## config.mk

```make
export PLATFORM = sky130hd
export DESIGN_NAME = fsc_counter
export DESIGN_NICKNAME = d
export VERILOG_FILES = /design/src/inc/fsc_pkg.sv /design/src/logic/fsc_div.sv /design/src/logic/fsc_counter.sv
export SDC_FILE = /design/constraint.sdc
export NUM_CORES = 1
export LEC_CHECK = 0
export BUFFER_PORTS_ARGS = -buffer_cell sky130_fd_sc_hd__buf_2
export CAP_MARGIN = 30
export CORE_MARGIN = 10
export CORE_UTILIZATION = 50
export CTS_BUF_LIST = sky130_fd_sc_hd__clkbuf_4
export CTS_CLUSTER_DIAMETER = 60
export CTS_CLUSTER_SIZE = 20
export DETAILED_ROUTE_END_ITERATION = 8
export GPL_TIMING_DRIVEN = 0
export PLACE_DENSITY_LB_ADDON = 0.3
export SLEW_MARGIN = 20
export SYNTH_ARGS = -nofsm -noshare
export SYNTH_HDL_FRONTEND = slang
export SYNTH_SLANG_ARGS = --single-unit
```

## constraint.sdc

```tcl
create_clock -name clk -period 4.6 [get_ports clk]
set_input_delay 0.69 -clock clk [delete_from_list [all_inputs] [get_ports clk]]
set_output_delay 0.69 -clock clk [all_outputs]
set_load 0.01 [all_outputs]
```

## src/inc/fsc_pkg.sv

```systemverilog
/*
  Package for the four-channel frequency/speed counter: timing counts,
  flag layout, measuring modes, host-side carriers and state records.
  Assumes a single 40 MHz clock shared by every file that imports it.
*/
`default_nettype none
package fsc_pkg;
  localparam int NUM_CH       = 4;
  localparam int CLK_MHZ      = 40;
  localparam longint CLK_HZ   = 64'd40_000_000;
  // Glitch rejection time on the slow 24 V inputs, in ns
  localparam int GLITCH_NS    = 100_000;
  localparam int GLITCH_CYC   = (GLITCH_NS * CLK_MHZ + 999) / 1000;
  localparam int FCNT_W       = 12;
  localparam int PER_W        = 32;
  localparam int NUM_W        = 40;
  // Synchroniser lane layout
  localparam int SY_PULSE     = 0;
  localparam int SY_FAST      = 4;
  localparam int SY_OVL       = 5;
  localparam int SY_ACK       = 9;
  localparam int SY_SUPPLY    = 10;
  localparam int SY_PROC      = 11;
  localparam int NSYNC        = 15;
  // Flag word field positions
  localparam int FL_LOW       = 0;
  localparam int FL_HIGH      = 4;
  localparam int FL_PROC      = 8;
  localparam logic [15:0] FLAGS_RST  = 16'h0000;
  localparam logic [15:0] RESULT_RST = 16'h0000;
  localparam logic [PER_W-1:0] PER_MAX = {PER_W{1'b1}};

  typedef enum logic [2:0] {
    FSC_FREQ_20  = 3'h0,   // 0.001 Hz units
    FSC_FREQ_1K  = 3'h1,   // 0.1 Hz units
    FSC_FREQ_50K = 3'h2,   // 1 Hz units
    FSC_RPM_1200 = 3'h3,   // 0.1 rev/min units
    FSC_RPM_60K  = 3'h4,   // 1 rev/min units
    FSC_RPM_65K  = 3'h5    // 1 rev/min units
  } fsc_mode_e;

  // Full-scale result per mode
  localparam logic [15:0] MAX_FREQ_20  = 16'h4E20;  // 20000
  localparam logic [15:0] MAX_FREQ_1K  = 16'h2710;  // 10000
  localparam logic [15:0] MAX_FREQ_50K = 16'hC350;  // 50000
  localparam logic [15:0] MAX_RPM_1200 = 16'h2EE0;  // 12000
  localparam logic [15:0] MAX_RPM_60K  = 16'hEA60;  // 60000
  localparam logic [15:0] MAX_RPM_65K  = 16'hFFF0;  // 65520
  // Numerators: result = scale * CLK_HZ / period_cycles
  localparam logic [NUM_W-1:0] NUM_F20  = NUM_W'(64'd1000 * CLK_HZ);
  localparam logic [NUM_W-1:0] NUM_F1K  = NUM_W'(64'd10 * CLK_HZ);
  localparam logic [NUM_W-1:0] NUM_F50K = NUM_W'(CLK_HZ);
  localparam logic [NUM_W-1:0] NUM_R12  = NUM_W'(64'd600 * CLK_HZ);
  localparam logic [NUM_W-1:0] NUM_R60  = NUM_W'(64'd60 * CLK_HZ);

  typedef struct packed {
    logic [NUM_CH-1:0][2:0]  mode;     // fsc_mode_e code per channel
    logic [NUM_CH-1:0][15:0] upper;
    logic [NUM_CH-1:0][15:0] lower;
    logic                    ch1_fast; // Channel 1 counts the 5 V input
  } fsc_cfg_s;

  typedef struct packed {
    logic [15:0]             flags;    // limit_flag_word
    logic [NUM_CH-1:0][15:0] result;   // channel1_result .. channel4_result
  } fsc_regs_s;

  typedef enum logic [0:0] {
    FSC_SV_IDLE = 1'b0,
    FSC_SV_WAIT = 1'b1
  } fsc_sv_e;

  typedef enum logic [0:0] {
    FSC_DV_IDLE = 1'b0,
    FSC_DV_RUN  = 1'b1
  } fsc_dv_e;

  typedef struct packed {
    logic [NSYNC-1:0]              s1, s2, s3, lvl;
    logic [NUM_CH-1:0]             filt, prev, seen, pend;
    logic [NUM_CH-1:0][FCNT_W-1:0] fcnt;
    logic [NUM_CH-1:0][PER_W-1:0]  per_cnt, per;
    logic [1:0]                    rr, cur;
    fsc_sv_e                       sv;
    logic                          dstart;
    fsc_regs_s                     regs;
    logic [NUM_CH-1:0]             cmd, trip, drv;
    logic                          ind, sc;
  } fsc_top_st_s;

  typedef struct packed {
    fsc_dv_e          st;
    logic [5:0]       step;
    logic [NUM_W-1:0] q;
    logic [PER_W:0]   rem;
    logic [PER_W-1:0] den;
    logic             done;
  } fsc_div_st_s;
endpackage
`default_nettype wire

```

## src/logic/fsc_div.sv

```systemverilog
/*
  Sequential restoring divider, one quotient bit per clock.
  Assumes the caller holds off a new start until done has pulsed and
  never offers a zero divisor.
*/
`timescale 1ns/1ps
`default_nettype none
module fsc_div
  import fsc_pkg::*;
(
  // Clock and reset
  input  wire logic             clk,
  input  wire logic             reset,
  // Request
  input  wire logic             start,
  input  wire logic [NUM_W-1:0] num,
  input  wire logic [PER_W-1:0] den,
  // Answer
  output logic                  done,
  output logic [NUM_W-1:0]      quo
);
  fsc_div_st_s st_ff;
  fsc_div_st_s nxt_st;
  logic [PER_W:0] trial;

  // One shift-subtract step per cycle; small area traded for latency
  always_comb begin
    nxt_st = st_ff;
    trial = '0;
    nxt_st.done = 1'b0;
    unique case (st_ff.st)
      FSC_DV_IDLE: begin
        if (start) begin
          nxt_st.st = FSC_DV_RUN;
          nxt_st.q = num;
          nxt_st.rem = '0;
          nxt_st.den = den;
          nxt_st.step = 6'(NUM_W);
        end
      end
      FSC_DV_RUN: begin
        trial = {st_ff.rem[PER_W-1:0], st_ff.q[NUM_W-1]};
        nxt_st.q = {st_ff.q[NUM_W-2:0], 1'b0};
        if (trial >= {1'b0, st_ff.den}) begin
          nxt_st.rem = trial - {1'b0, st_ff.den};
          nxt_st.q[0] = 1'b1;
        end else begin
          nxt_st.rem = trial;
        end
        nxt_st.step = st_ff.step - 6'h01;
        if (st_ff.step == 6'h01) begin
          nxt_st.st = FSC_DV_IDLE;
          nxt_st.done = 1'b1;
        end
      end
    endcase
  end

  // State register
  always_ff @(posedge clk) begin
    if (reset) begin
      st_ff <= '0;
    end else begin
      st_ff <= nxt_st;
    end
  end

  assign done = st_ff.done;
  assign quo  = st_ff.q;
endmodule // fsc_div
`default_nettype wire

```

## src/logic/fsc_counter.sv

```systemverilog
/*
  Four-channel frequency/speed counter with limit outputs, overload
  switch-off and five read-only host registers.
  Assumes pins arrive asynchronously and the host configuration is a
  stable level set before results are relied upon.
*/
`timescale 1ns/1ps
`default_nettype none
module fsc_counter
  import fsc_pkg::*;
#(
  parameter int FILT_CYC = GLITCH_CYC
)(
  // Clock and reset
  input  wire logic              clk,
  input  wire logic              reset,
  // Host configuration
  input  wire fsc_cfg_s          cfg,
  // Counter pins
  input  wire logic [NUM_CH-1:0] pulse_in,
  input  wire logic              first_pulse_input,
  // Output stage pins
  input  wire logic [NUM_CH-1:0] overload_in,
  input  wire logic              supply_ok,
  input  wire logic              ack_in,
  // Free process inputs
  input  wire logic [NUM_CH-1:0] proc_in,
  // Host registers
  output fsc_regs_s              regs,
  // Output stage and indicators
  output logic [NUM_CH-1:0]      out_drive,
  output logic                   overload_ind,
  output logic                   short_grp
);
  if (FILT_CYC < 1 || FILT_CYC >= (1 << FCNT_W)) begin : g_bad_filt
    $error("FILT_CYC out of range for the filter counter");
  end

  // The service pointer is two bits wide, so exactly four channels
  if (NUM_CH != 4) begin : g_bad_ch
    $error("channel count must be four for the service pointer");
  end

  // A full divider round must end before the fastest input can deliver
  // its next period, or the fast channel would keep losing results
  localparam int ROUND_CYC = NUM_CH * (NUM_W + 2);
  if (ROUND_CYC >= int'(CLK_HZ / 64'(MAX_FREQ_50K))) begin : g_slow_div
    $error("shared divider too slow for the fastest input");
  end

  fsc_top_st_s       st_ff;
  fsc_top_st_s       nxt_st;
  logic              div_done;
  logic [NUM_W-1:0]  div_quo;
  logic [NUM_W-1:0]  div_num;
  logic [PER_W-1:0]  div_den;

  // Numerator for a mode; unknown codes give zero so the result stays 0
  function automatic logic [NUM_W-1:0] mode_num(input logic [2:0] m);
    unique case (m)
      FSC_FREQ_20:  mode_num = NUM_F20;
      FSC_FREQ_1K:  mode_num = NUM_F1K;
      FSC_FREQ_50K: mode_num = NUM_F50K;
      FSC_RPM_1200: mode_num = NUM_R12;
      FSC_RPM_60K,
      FSC_RPM_65K:  mode_num = NUM_R60;
      default:      mode_num = '0;
    endcase
  endfunction

  // Full-scale clamp of a mode
  function automatic logic [15:0] mode_max(input logic [2:0] m);
    unique case (m)
      FSC_FREQ_20:  mode_max = MAX_FREQ_20;
      FSC_FREQ_1K:  mode_max = MAX_FREQ_1K;
      FSC_FREQ_50K: mode_max = MAX_FREQ_50K;
      FSC_RPM_1200: mode_max = MAX_RPM_1200;
      FSC_RPM_60K:  mode_max = MAX_RPM_60K;
      FSC_RPM_65K:  mode_max = MAX_RPM_65K;
      default:      mode_max = RESULT_RST;
    endcase
  endfunction

  // Shared divider serves the channels one at a time
  assign div_num = mode_num(cfg.mode[st_ff.cur]);
  assign div_den = st_ff.per[st_ff.cur];

  fsc_div u_div (
    .clk   (clk),
    .reset (reset),
    .start (st_ff.dstart),
    .num   (div_num),
    .den   (div_den),
    .done  (div_done),
    .quo   (div_quo)
  );

  always_comb begin
    logic [NUM_CH-1:0] edge_rise;
    logic [NUM_CH-1:0] cnt_src;
    logic [2:0]        pick;
    logic [15:0]       lim;
    logic [1:0]        idx;
    nxt_st = st_ff;
    edge_rise = '0;
    cnt_src = '0;
    pick = '0;
    lim = '0;
    idx = '0;

    nxt_st.s1 = {proc_in,           // Lanes 14..11
                 supply_ok,         // Lane 10
                 ack_in,            // Lane 9
                 overload_in,       // Lanes 8..5
                 first_pulse_input, // Lane 4, fast path
                 pulse_in};         // Lanes 3..0
    nxt_st.s2 = st_ff.s1;
    nxt_st.s3 = st_ff.s2;
    for (int i = 0; i < NSYNC; i++) begin
      if (st_ff.s2[i] == st_ff.s3[i]) begin
        nxt_st.lvl[i] = st_ff.s3[i];
      end
    end

    // Glitch rejection on 24 V inputs; pulses shorter than the filter are lost
    for (int i = 0; i < NUM_CH; i++) begin
      if (st_ff.lvl[SY_PULSE + i] == st_ff.filt[i]) begin
        nxt_st.fcnt[i] = '0;
      end else if (st_ff.fcnt[i] == FCNT_W'(FILT_CYC - 1)) begin
        nxt_st.fcnt[i] = '0;
        nxt_st.filt[i] = st_ff.lvl[SY_PULSE + i];
      end else begin
        nxt_st.fcnt[i] = st_ff.fcnt[i] + FCNT_W'(1);
      end
    end

    // Fast 5 V path bypasses the filter
    cnt_src = st_ff.filt;
    if (cfg.ch1_fast) begin
      cnt_src[0] = st_ff.lvl[SY_FAST];
    end
    nxt_st.prev = cnt_src;
    edge_rise = cnt_src & ~st_ff.prev;

    // Divider service: start one pending channel, then wait for its quotient
    nxt_st.dstart = 1'b0;
    unique case (st_ff.sv)
      FSC_SV_IDLE: begin
        for (int k = NUM_CH - 1; k >= 0; k--) begin
          idx = st_ff.rr + 2'(k);
          if (st_ff.pend[idx]) begin
            pick = {1'b1, idx};
          end
        end
        if (pick[2]) begin
          nxt_st.cur = pick[1:0];
          nxt_st.rr = pick[1:0] + 2'h1;
          nxt_st.pend[pick[1:0]] = 1'b0;
          nxt_st.dstart = 1'b1;
          nxt_st.sv = FSC_SV_WAIT;
        end
      end
      FSC_SV_WAIT: begin
        if (div_done) begin
          // Clamp at the mode's full scale
          lim = mode_max(cfg.mode[st_ff.cur]);
          if (div_quo > {{(NUM_W-16){1'b0}}, lim}) begin
            nxt_st.regs.result[st_ff.cur] = lim;
          end else begin
            nxt_st.regs.result[st_ff.cur] = div_quo[15:0];
          end
          nxt_st.sv = FSC_SV_IDLE;
        end
      end
    endcase

    // Per-channel period measurement, independent of the others
    for (int i = 0; i < NUM_CH; i++) begin
      if (st_ff.per_cnt[i] != PER_MAX) begin
        nxt_st.per_cnt[i] = st_ff.per_cnt[i] + PER_W'(1);
      end else begin
        // Stopped input: report zero rather than a stale value
        nxt_st.seen[i] = 1'b0;
        nxt_st.regs.result[i] = RESULT_RST;
      end
      if (edge_rise[i]) begin
        if (st_ff.seen[i] && st_ff.per_cnt[i] != PER_MAX) begin
          // A new period overwrites one not yet divided; latest wins
          nxt_st.per[i] = st_ff.per_cnt[i];
          nxt_st.pend[i] = 1'b1;
        end
        nxt_st.per_cnt[i] = PER_W'(1);
        nxt_st.seen[i] = 1'b1;
      end
      // Invalid mode code gives no result
      if (mode_max(cfg.mode[i]) == RESULT_RST) begin
        nxt_st.regs.result[i] = RESULT_RST;
      end
    end
    // No hold on the period: the divider copies its operands at start, so a
    // period landing mid-division is kept and served on the next round

    // Limit flags from the stored results
    for (int i = 0; i < NUM_CH; i++) begin
      nxt_st.regs.flags[FL_LOW + i] = st_ff.regs.result[i] <= cfg.lower[i];
      nxt_st.regs.flags[FL_HIGH + i] = st_ff.regs.result[i] >= cfg.upper[i];
    end
    nxt_st.regs.flags[FL_PROC +: NUM_CH] = st_ff.lvl[SY_PROC +: NUM_CH];
    nxt_st.regs.flags[15:12] = 4'h0;

    // Output command follows the upper-limit flag, kept through a trip
    nxt_st.cmd = st_ff.regs.flags[FL_HIGH +: NUM_CH];

    // Acknowledge releases lockout only once overload is gone
    if (st_ff.lvl[SY_ACK]) begin
      nxt_st.trip = st_ff.trip & st_ff.lvl[SY_OVL +: NUM_CH];
      nxt_st.ind = 1'b0;
      nxt_st.sc = 1'b0;
    end
    // Overload trips the output; set wins over acknowledge
    if (|st_ff.lvl[SY_OVL +: NUM_CH]) begin
      nxt_st.trip = nxt_st.trip | st_ff.lvl[SY_OVL +: NUM_CH];
      nxt_st.ind = 1'b1;
      nxt_st.sc = 1'b1;
    end

    // Drive only while supply present and not tripped
    nxt_st.drv = st_ff.cmd & ~st_ff.trip & {NUM_CH{st_ff.lvl[SY_SUPPLY]}};
  end

  // State register
  always_ff @(posedge clk) begin
    if (reset) begin
      st_ff <= '0;
    end else begin
      st_ff <= nxt_st;
    end
  end

  // Five read-only words; results in channel order
  assign regs         = st_ff.regs;
  assign out_drive    = st_ff.drv;
  assign overload_ind = st_ff.ind;
  assign short_grp    = st_ff.sc;
endmodule // fsc_counter
`default_nettype wire

```

==> results_dict.tcl, run 1 <==
set metrics [dict create \
    status "finished clean" \
    seq_power_share 0.631 \
    r2r_slack_ns 0.25 \
    timing.critical_path.from_type "register" \
    io_buffers 239 \
    timing.reg2reg.worst_path_depth 14 \
    slew_headroom 0.342 \
    global_route_wire_length_before_repair_um 125000 \
    netlist_area_mm2 0.0288 \
    cts_num_sinks 587 \
    nature_of_the_critical_path_endpoint "register" \
    count_of_flip_flops_with_a_built_in_enable_after_synthesis 0 \
    finalWeightedCongestion 0.941 \
    clock_power_share 0.321 \
    final_max_slew_viol_count 0 \
    total_power_mw 8.14 \
    number_of_standard_cells_after_synthesis 3442 \
    cp_slowest_cell "mux4_2" \
    dieArea_mm2 0.0677 \
    yosys_warnings 0 \
    iteration_0_drc_markers 1819 \
    mostFrequentLayoutCell "dfxtp_1" \
    timing.fmax_mhz 230 \
    global_route.usage.total 0.230 \
    timing_worst_slew_pin_value_ns 0.987 \
    grt_pass1_vias 23200 \
    internal_power_mw 6.09 \
    power.net_switching_mw 2.05 \
    final-hold-violation-count 0 \
    cts_tree "built" \
    synth_area_per_cell_um2 8.38 \
    seq_area_frac_synth 0.408 \
    timing.critical_path.slowest_cell_delay_ns 0.62 \
    dieHeight_um 260 \
    timing.setup.critical_path_class "register to register" \
    fin_crit_sh 0.945 \
    power_switching_share 0.252 \
    nets 4092 \
    p_comb_frac 0.048 \
    detailedPlace.worstSlack_ns -0.733 \
    cts_made_buffers 43 \
    detail_route.vias_per_cell 5.46 \
    die_w_um 260 \
    r2r-start "st_ff[96]" \
    worstPathRequired_ns 5.32 \
    rows 87 \
    initial_core_utilization 0.508 \
    maxCapViolations 0 \
    cp_data_arrival_time_ns 5.07 \
    reg2reg_to "regs[13]" \
    clock_slew_at_reported_path_ffs_ns 0.19 \
    rsz0062_at_grt "no" \
    fillerInstances 5188 \
    worst_hold_path.num_cells 5 \
    ys_async_sr_fraction 0 \
    finalClockSkew_ns 0.0634 \
    worst_ir_drop_vdd_mv 0.196 \
    grt_start_max_net_pins 21 \
    period_needed_ns 4.35 \
    most_frequent_cell_on_critical_path "nor3_1" \
    postLayoutCoreUtil 0.563 \
    dr_total_vias 24700 \
    ys_seq_elements 587 \
    total_leakage_power_nw 13.1 \
    final_non_filler_cells 4529 \
    route.final.wire_length_um 80800 \
    post-dp-hpwl_um 63400 \
    hp-start "cfg[124]" \
    clock_tree.htree_level_count 2 \
    area_delta_synth_final_pct 10.7 \
    drc_errors 0 \
    cts.root.buffer_cell "clkbuf_4" \
    whs_endpoint "regs[71]" \
    cp_max_fo 10 \
    detail_route.first_pass.iterations 6 \
    insertion_delay_ns 0.87 \
    dp_cells 4444 \
    hold_class "input port to register" \
    clockBufferDepth 3 \
    post-cts-setup-buffers 0 \
    i_o_pin_total 244 \
    final.setup.worst_slack_ns 0.252 \
    synth_ff_type "dfxtp_1" \
    drive_above_1_share 0.128 \
    detail_routed_net_length_per_standard_cell_um 17.8 \
    final_cell_mix "585 x dfxtp_1, 455 x nand2_1, 372 x nor2_1" \
    synth.lib_cells_used.distinct 70 \
    crit_path_cell_trace "mux4_2 -> clkbuf_1 -> a21oi_2 -> inv_1 -> ha_1 -> or4b_2 -> nor4_2 -> nor3_1 -> o21ai_0 -> o211a_2 -> clkbuf_2 -> nor2_1 -> a211oi_1 -> nor3_1" \
    final_antenna_net_count 0 \
    grt-ovfl-total 0 \
    finalSetupViolations 0 \
    grt_antenna_before_repair 1 \
    power_density_mw_per_mm2 255 \
    core_area_mm2 0.0567 \
]
## worst max-delay path, delay by kind of cell, from the launching register on
kind                       cells  cell delay [ns]
and+or+nand+nor                5             1.10
AOI/OAI and AO/OA              4             1.05
buffers and inverters          3             0.64
muxes                          1             0.62
DFF                            1             0.51
adders and majority gates      1             0.28
## routing by layer
layer | track usage | part of all wire | up-vias
met4 | 0.115 | 0.049 | 0
met5 | 0 | 0 | -
li1 | - | - | 12300
met2 | 0.383 | 0.46 | 811
met1 | 0.289 | 0.43 | 11500
met3 | 0.0320 | 0.069 | 187
## flip-flops by register name, indices dropped and copies added (netlist names)
name and count:
nxt_st 37, out_drive 4, overload_ind 1, regs 76, st_ff 357, u_div.done 1, u_div.quo 40, u_div.st_ff 71
## power groups by stage
stage	Clock, mW	Combinational, mW	Sequential [mW]
2_1_floorplan	0	0.208	5.24
3_3_place_gp	0	0.365	5.24
3_5_place_dp	0	0.373	5.24
4_1_cts	2.67	0.387	5.14
5_1_grt	2.84	0.434	5.14
6_report	2.62	0.388	5.14
## worst max-delay path by stage
stage                    from  endpoint  slack, ns  cells past startpoint
floorplan           st_ff[96]   regs[6]       0.51                     14
global placement    st_ff[96]   regs[6]      -0.76                     14
detailed placement  st_ff[96]   regs[6]      -0.73                     14
CTS                 st_ff[96]  regs[13]       0.02                     14
global route        st_ff[96]  regs[13]       0.07                     14
finish              st_ff[96]  regs[13]       0.25                     14
## stage by stage
step                setup TNS, ns  area (um2)  hold WS, ns
floorplan                       0       28800        0.397
global placement           -25.28       31000        0.411
detailed placement         -24.31       31000        0.416
CTS                             0       31900        0.160
global route                    0       31900        0.237
finish                          0       31900        0.234
## cell type report
class | instances | area, um2 | area share
inverters | 213 | 800 | 0.0250
clock inverters | 27 | 358 | 0.0112
well taps | 756 | 946 | 0.0296
plain buffers | 228 | 1250 | 0.0391
diodes | 1 | 2.50 | 0.0000784
flip-flops and latches | 587 | 11800 | 0.368
repair buffers | 260 | 1400 | 0.0438
clock buffers | 43 | 323 | 0.0101
multi-input cells | 2414 | 15100 | 0.473
## kinds of logic (layout without fill, tap and decap cells)
| logic type | count (synthesis) | in the layout | share of synthesized area |
|---|---|---|---|
| other | 1 | 5 | 0.000130 |
| XOR/XNOR | 168 | 168 | 0.0510 |
| buffers and inverters | 444 | 771 | 0.0713 |
| flip-flops | 587 | 587 | 0.408 |
| multiplexers | 88 | 88 | 0.0457 |
| adder cells (fa/ha/maj) | 187 | 187 | 0.0814 |
| AO/OA/AOI/OAI | 644 | 644 | 0.131 |
| AND/OR/NAND/NOR | 1323 | 1323 | 0.212 |
## cells in the mapped netlist (4+ instances only)
master	n	area share
a221oi_1	6	0.0018
nand4_1	57	0.012
buf_4	85	0.022
o21a_1	13	0.0034
o211ai_1	5	0.0013
nor2b_1	79	0.017
a32oi_1	12	0.0036
dfxtp_1	587	0.41
and3_1	22	0.0048
o21bai_1	5	0.0013
or4_1	4	0.0010
clkbuf_1	126	0.016
ha_1	186	0.081
nor3b_1	21	0.0055
xnor2_1	81	0.025
a31oi_1	4	0.00087
xor2_1	87	0.026
buf_1	11	0.0014
a21o_1	53	0.014
buf_2	4	0.00069
a21oi_1	323	0.056
o22ai_1	14	0.0030
nand3_1	92	0.016
or2_2	15	0.0033
nor2_1	372	0.048
nand2_1	455	0.059
or3_1	31	0.0067
mux4_2	35	0.027
a21boi_0	5	0.0013
and4_1	14	0.0043
and2_1	16	0.0035
o21ai_0	125	0.022
inv_1	212	0.028
nor4_1	29	0.0063
nor3_1	73	0.013
mux2i_1	53	0.018
a22o_1	14	0.0043
nand2b_1	25	0.0054
a211oi_1	31	0.0081
a311oi_1	8	0.0024
o2111ai_1	4	0.0012
## repair_timing
item / 4_1_cts / 5_1_grt
gates resized for setup: 12 / 5
gates cloned: 0 / 0
hold endpoints to repair: 15 / 0
endpoints found under the setup margin: 61 / 60
hold buffers: 15 / 0
Note: power is estimated with default switching activity, not from simulation.
==> inputs of run 2 (changes only) <==
CTS_BUF_LIST = sky130_fd_sc_hd__clkbuf_4 sky130_fd_sc_hd__clkbuf_8 sky130_fd_sc_hd__clkbuf_16   (was sky130_fd_sc_hd__clkbuf_4)
PLACE_DENSITY = 0.67   (was not set)
PLACE_DENSITY_LB_ADDON = not set   (was 0.3)
==> run 2 against run 1 <==
Net effect:
- first-iteration DRC count decreased by 3.1%
- design area increased by 2.2%
- hold slack improved by 0.056 ns
- power increased by 18%
- clock-buffer cell count increased by 8
- non-clock buffer count decreased by 11
- die area unchanged
- flip-flop and latch count unchanged
- routed wire length increased by 2.5%
==> results_dict.tcl, run 2 (synthesized netlist as in run 1, its figures left out) <==
set metrics [dict create \
    status "finished clean" \
    initial_core_utilization 0.508 \
    grt_antenna_before_repair 2 \
    insertion_delay_ns 0.61 \
    drive_above_1_share 0.130 \
    register_bank_with_the_most_flops "st_ff" \
    nature_of_the_critical_path_endpoint "register" \
    cts.root.buffer_cell "clkbuf_16" \
    total_leakage_power_nw 13.4 \
    io_buffers 239 \
    finalClockSkew_ns 0.0273 \
    rsz0062_at_grt "no" \
    clock_slew_at_reported_path_ffs_ns 0.09 \
    grt-ovfl-total 0 \
    clockBufferDepth 3 \
    i_o_pin_total 244 \
    slew_headroom 0.369 \
    postLayoutCellArea_mm2 0.0326 \
    core_area_mm2 0.0567 \
    worstPathRequired_ns 5.13 \
    grt_pass1_vias 22800 \
    p_comb_frac 0.040 \
    clock_tree.htree_level_count 2 \
    worst_ir_drop_vdd_mv 0.276 \
    power_switching_share 0.238 \
    global_route.usage.total 0.236 \
    power_density_mw_per_mm2 294 \
    clock_power_share 0.426 \
    dpl_cell_area_mm2 0.0310 \
    final_antenna_net_count 0 \
    detail_routed_net_length_per_standard_cell_um 18.3 \
    final_max_slew_viol_count 0 \
    power.net_switching_mw 2.28 \
    largest_register_ffs 357 \
    postLayoutCoreUtil 0.575 \
    final_non_filler_cells 4521 \
    rows 87 \
    die_w_um 260 \
    detail_route.vias_per_cell 5.41 \
    detailedPlace.worstSlack_ns -1.03 \
    seq_power_share 0.534 \
    totalNegativeSetupSlack_ns 0 \
    internal_power_mw 7.31 \
    final_cell_mix "585 x dfxtp_1, 455 x nand2_1, 372 x nor2_1" \
    dp_cells 4447 \
    cp_max_fo 10 \
    cp_data_arrival_time_ns 5.01 \
    cts_num_sinks 587 \
    dr_total_vias 24500 \
    grt_start_max_net_pins 21 \
    timing.setup.critical_path_class "register to register" \
    dieArea_mm2 0.0677 \
    cts_tree "built" \
    timing_worst_slew_pin_value_ns 0.947 \
    finalSetupViolations 0 \
    fin_crit_sh 0.972 \
    period_needed_ns 4.47 \
    r2r_slack_ns 0.13 \
    post-dp-hpwl_um 64500 \
    timing.fmax_mhz 224 \
    final.setup.worst_slack_ns 0.127 \
    maxCapViolations 0 \
    mostFrequentLayoutCell "dfxtp_1" \
    diodes 0 \
    route.final.wire_length_um 82800 \
    hold_class "input port to register" \
    cts_made_buffers 44 \
    drc_errors 0 \
    global_route_wire_length_before_repair_um 129000 \
    fillerInstances 5241 \
    area_delta_synth_final_pct 13.1 \
    detail_route.first_pass.iterations 6 \
    final-hold-violation-count 0 \
    nets 4082 \
    finalWeightedCongestion 0.936 \
    dieHeight_um 260 \
    iteration_0_drc_markers 1763 \
    timing.critical_path.from_type "register" \
]
run 2: cell count changes in the layout (fill, tap and decap cells not counted), moves of 5 or more:
cell / change
dlygate4sd3_1: -15
clkbuf_16: +45
clkbuf_4: -42
clkbuf_8: +5
run 2: cell type report:
type	count	area, um2	area share
plain buffers	228	1250	0.0383
clock buffers	51	1200	0.0369
clock inverters	23	295	0.00905
inverters	213	800	0.0245
multi-input cells	2414	15100	0.463
flip-flops and latches	587	11800	0.360
well taps	756	946	0.0290
repair buffers	249	1280	0.0392
run 2: path summary, 6_finish.rpt:
| path | start | endpoint | cells past startpoint |
|---|---|---|---|
| max | st_ff[96] | regs[12] | 16 |
| min | proc_in[2] | nxt_st[463] | 2 |
| max reg2reg | st_ff[96] | regs[12] | 16 |
| min reg2reg | st_ff[7] | out_drive[1] | 1 |
run 2: critical path: stages, from the launching register on:
cell      delay (ns)
dfxtp_4         0.50
mux4_2          0.64
clkbuf_2        0.23
a21oi_2         0.25
inv_1           0.12
ha_1            0.28
or4b_2          0.60
nor4_2          0.20
nor3_1          0.08
o21ai_0         0.08
o211a_1         0.31
clkbuf_2        0.26
nand2_1         0.07
o21ai_0         0.24
buf_2           0.28
nor2_1          0.07
nor3_1          0.17
run 2: power groups by stage:
stage                     Clock, mW  Combinational (mW)  Sequential, mW
final                          4.08               0.384            5.12
after global routing           4.33               0.427            5.13
after CTS                      4.16               0.381            5.12
after detailed placement          0               0.378            5.24
after global placement            0               0.370            5.24
after floorplan                   0               0.208            5.24
run 2: timing repair:
item	CTS	global route
gates resized for setup	11	5
pin swaps	0	1
setup endpoints to repair	64	17
gates cloned	0	0
hold endpoints to repair	0	0
setup buffers	0	3
hold buffers	0	0
run 2: stage by stage:
step	power [mW]	hold slack [ns]
2_1_floorplan	5.44	0.397
3_3_place_gp	5.61	0.406
3_5_place_dp	5.62	0.417
4_1_cts	9.66	0.270
5_1_grt	9.89	0.287
6_report	9.59	0.291
run 2: layer usage:
metal / part of all wire / global-route usage / vias to the layer above
li1: - / - / 12300
met1: 0.45 / 0.306 / 11400
met2: 0.46 / 0.396 / 675
met3: 0.057 / 0.0319 / 145
met4: 0.034 / 0.0877 / 2
met5: 0.000097 / 0 / -
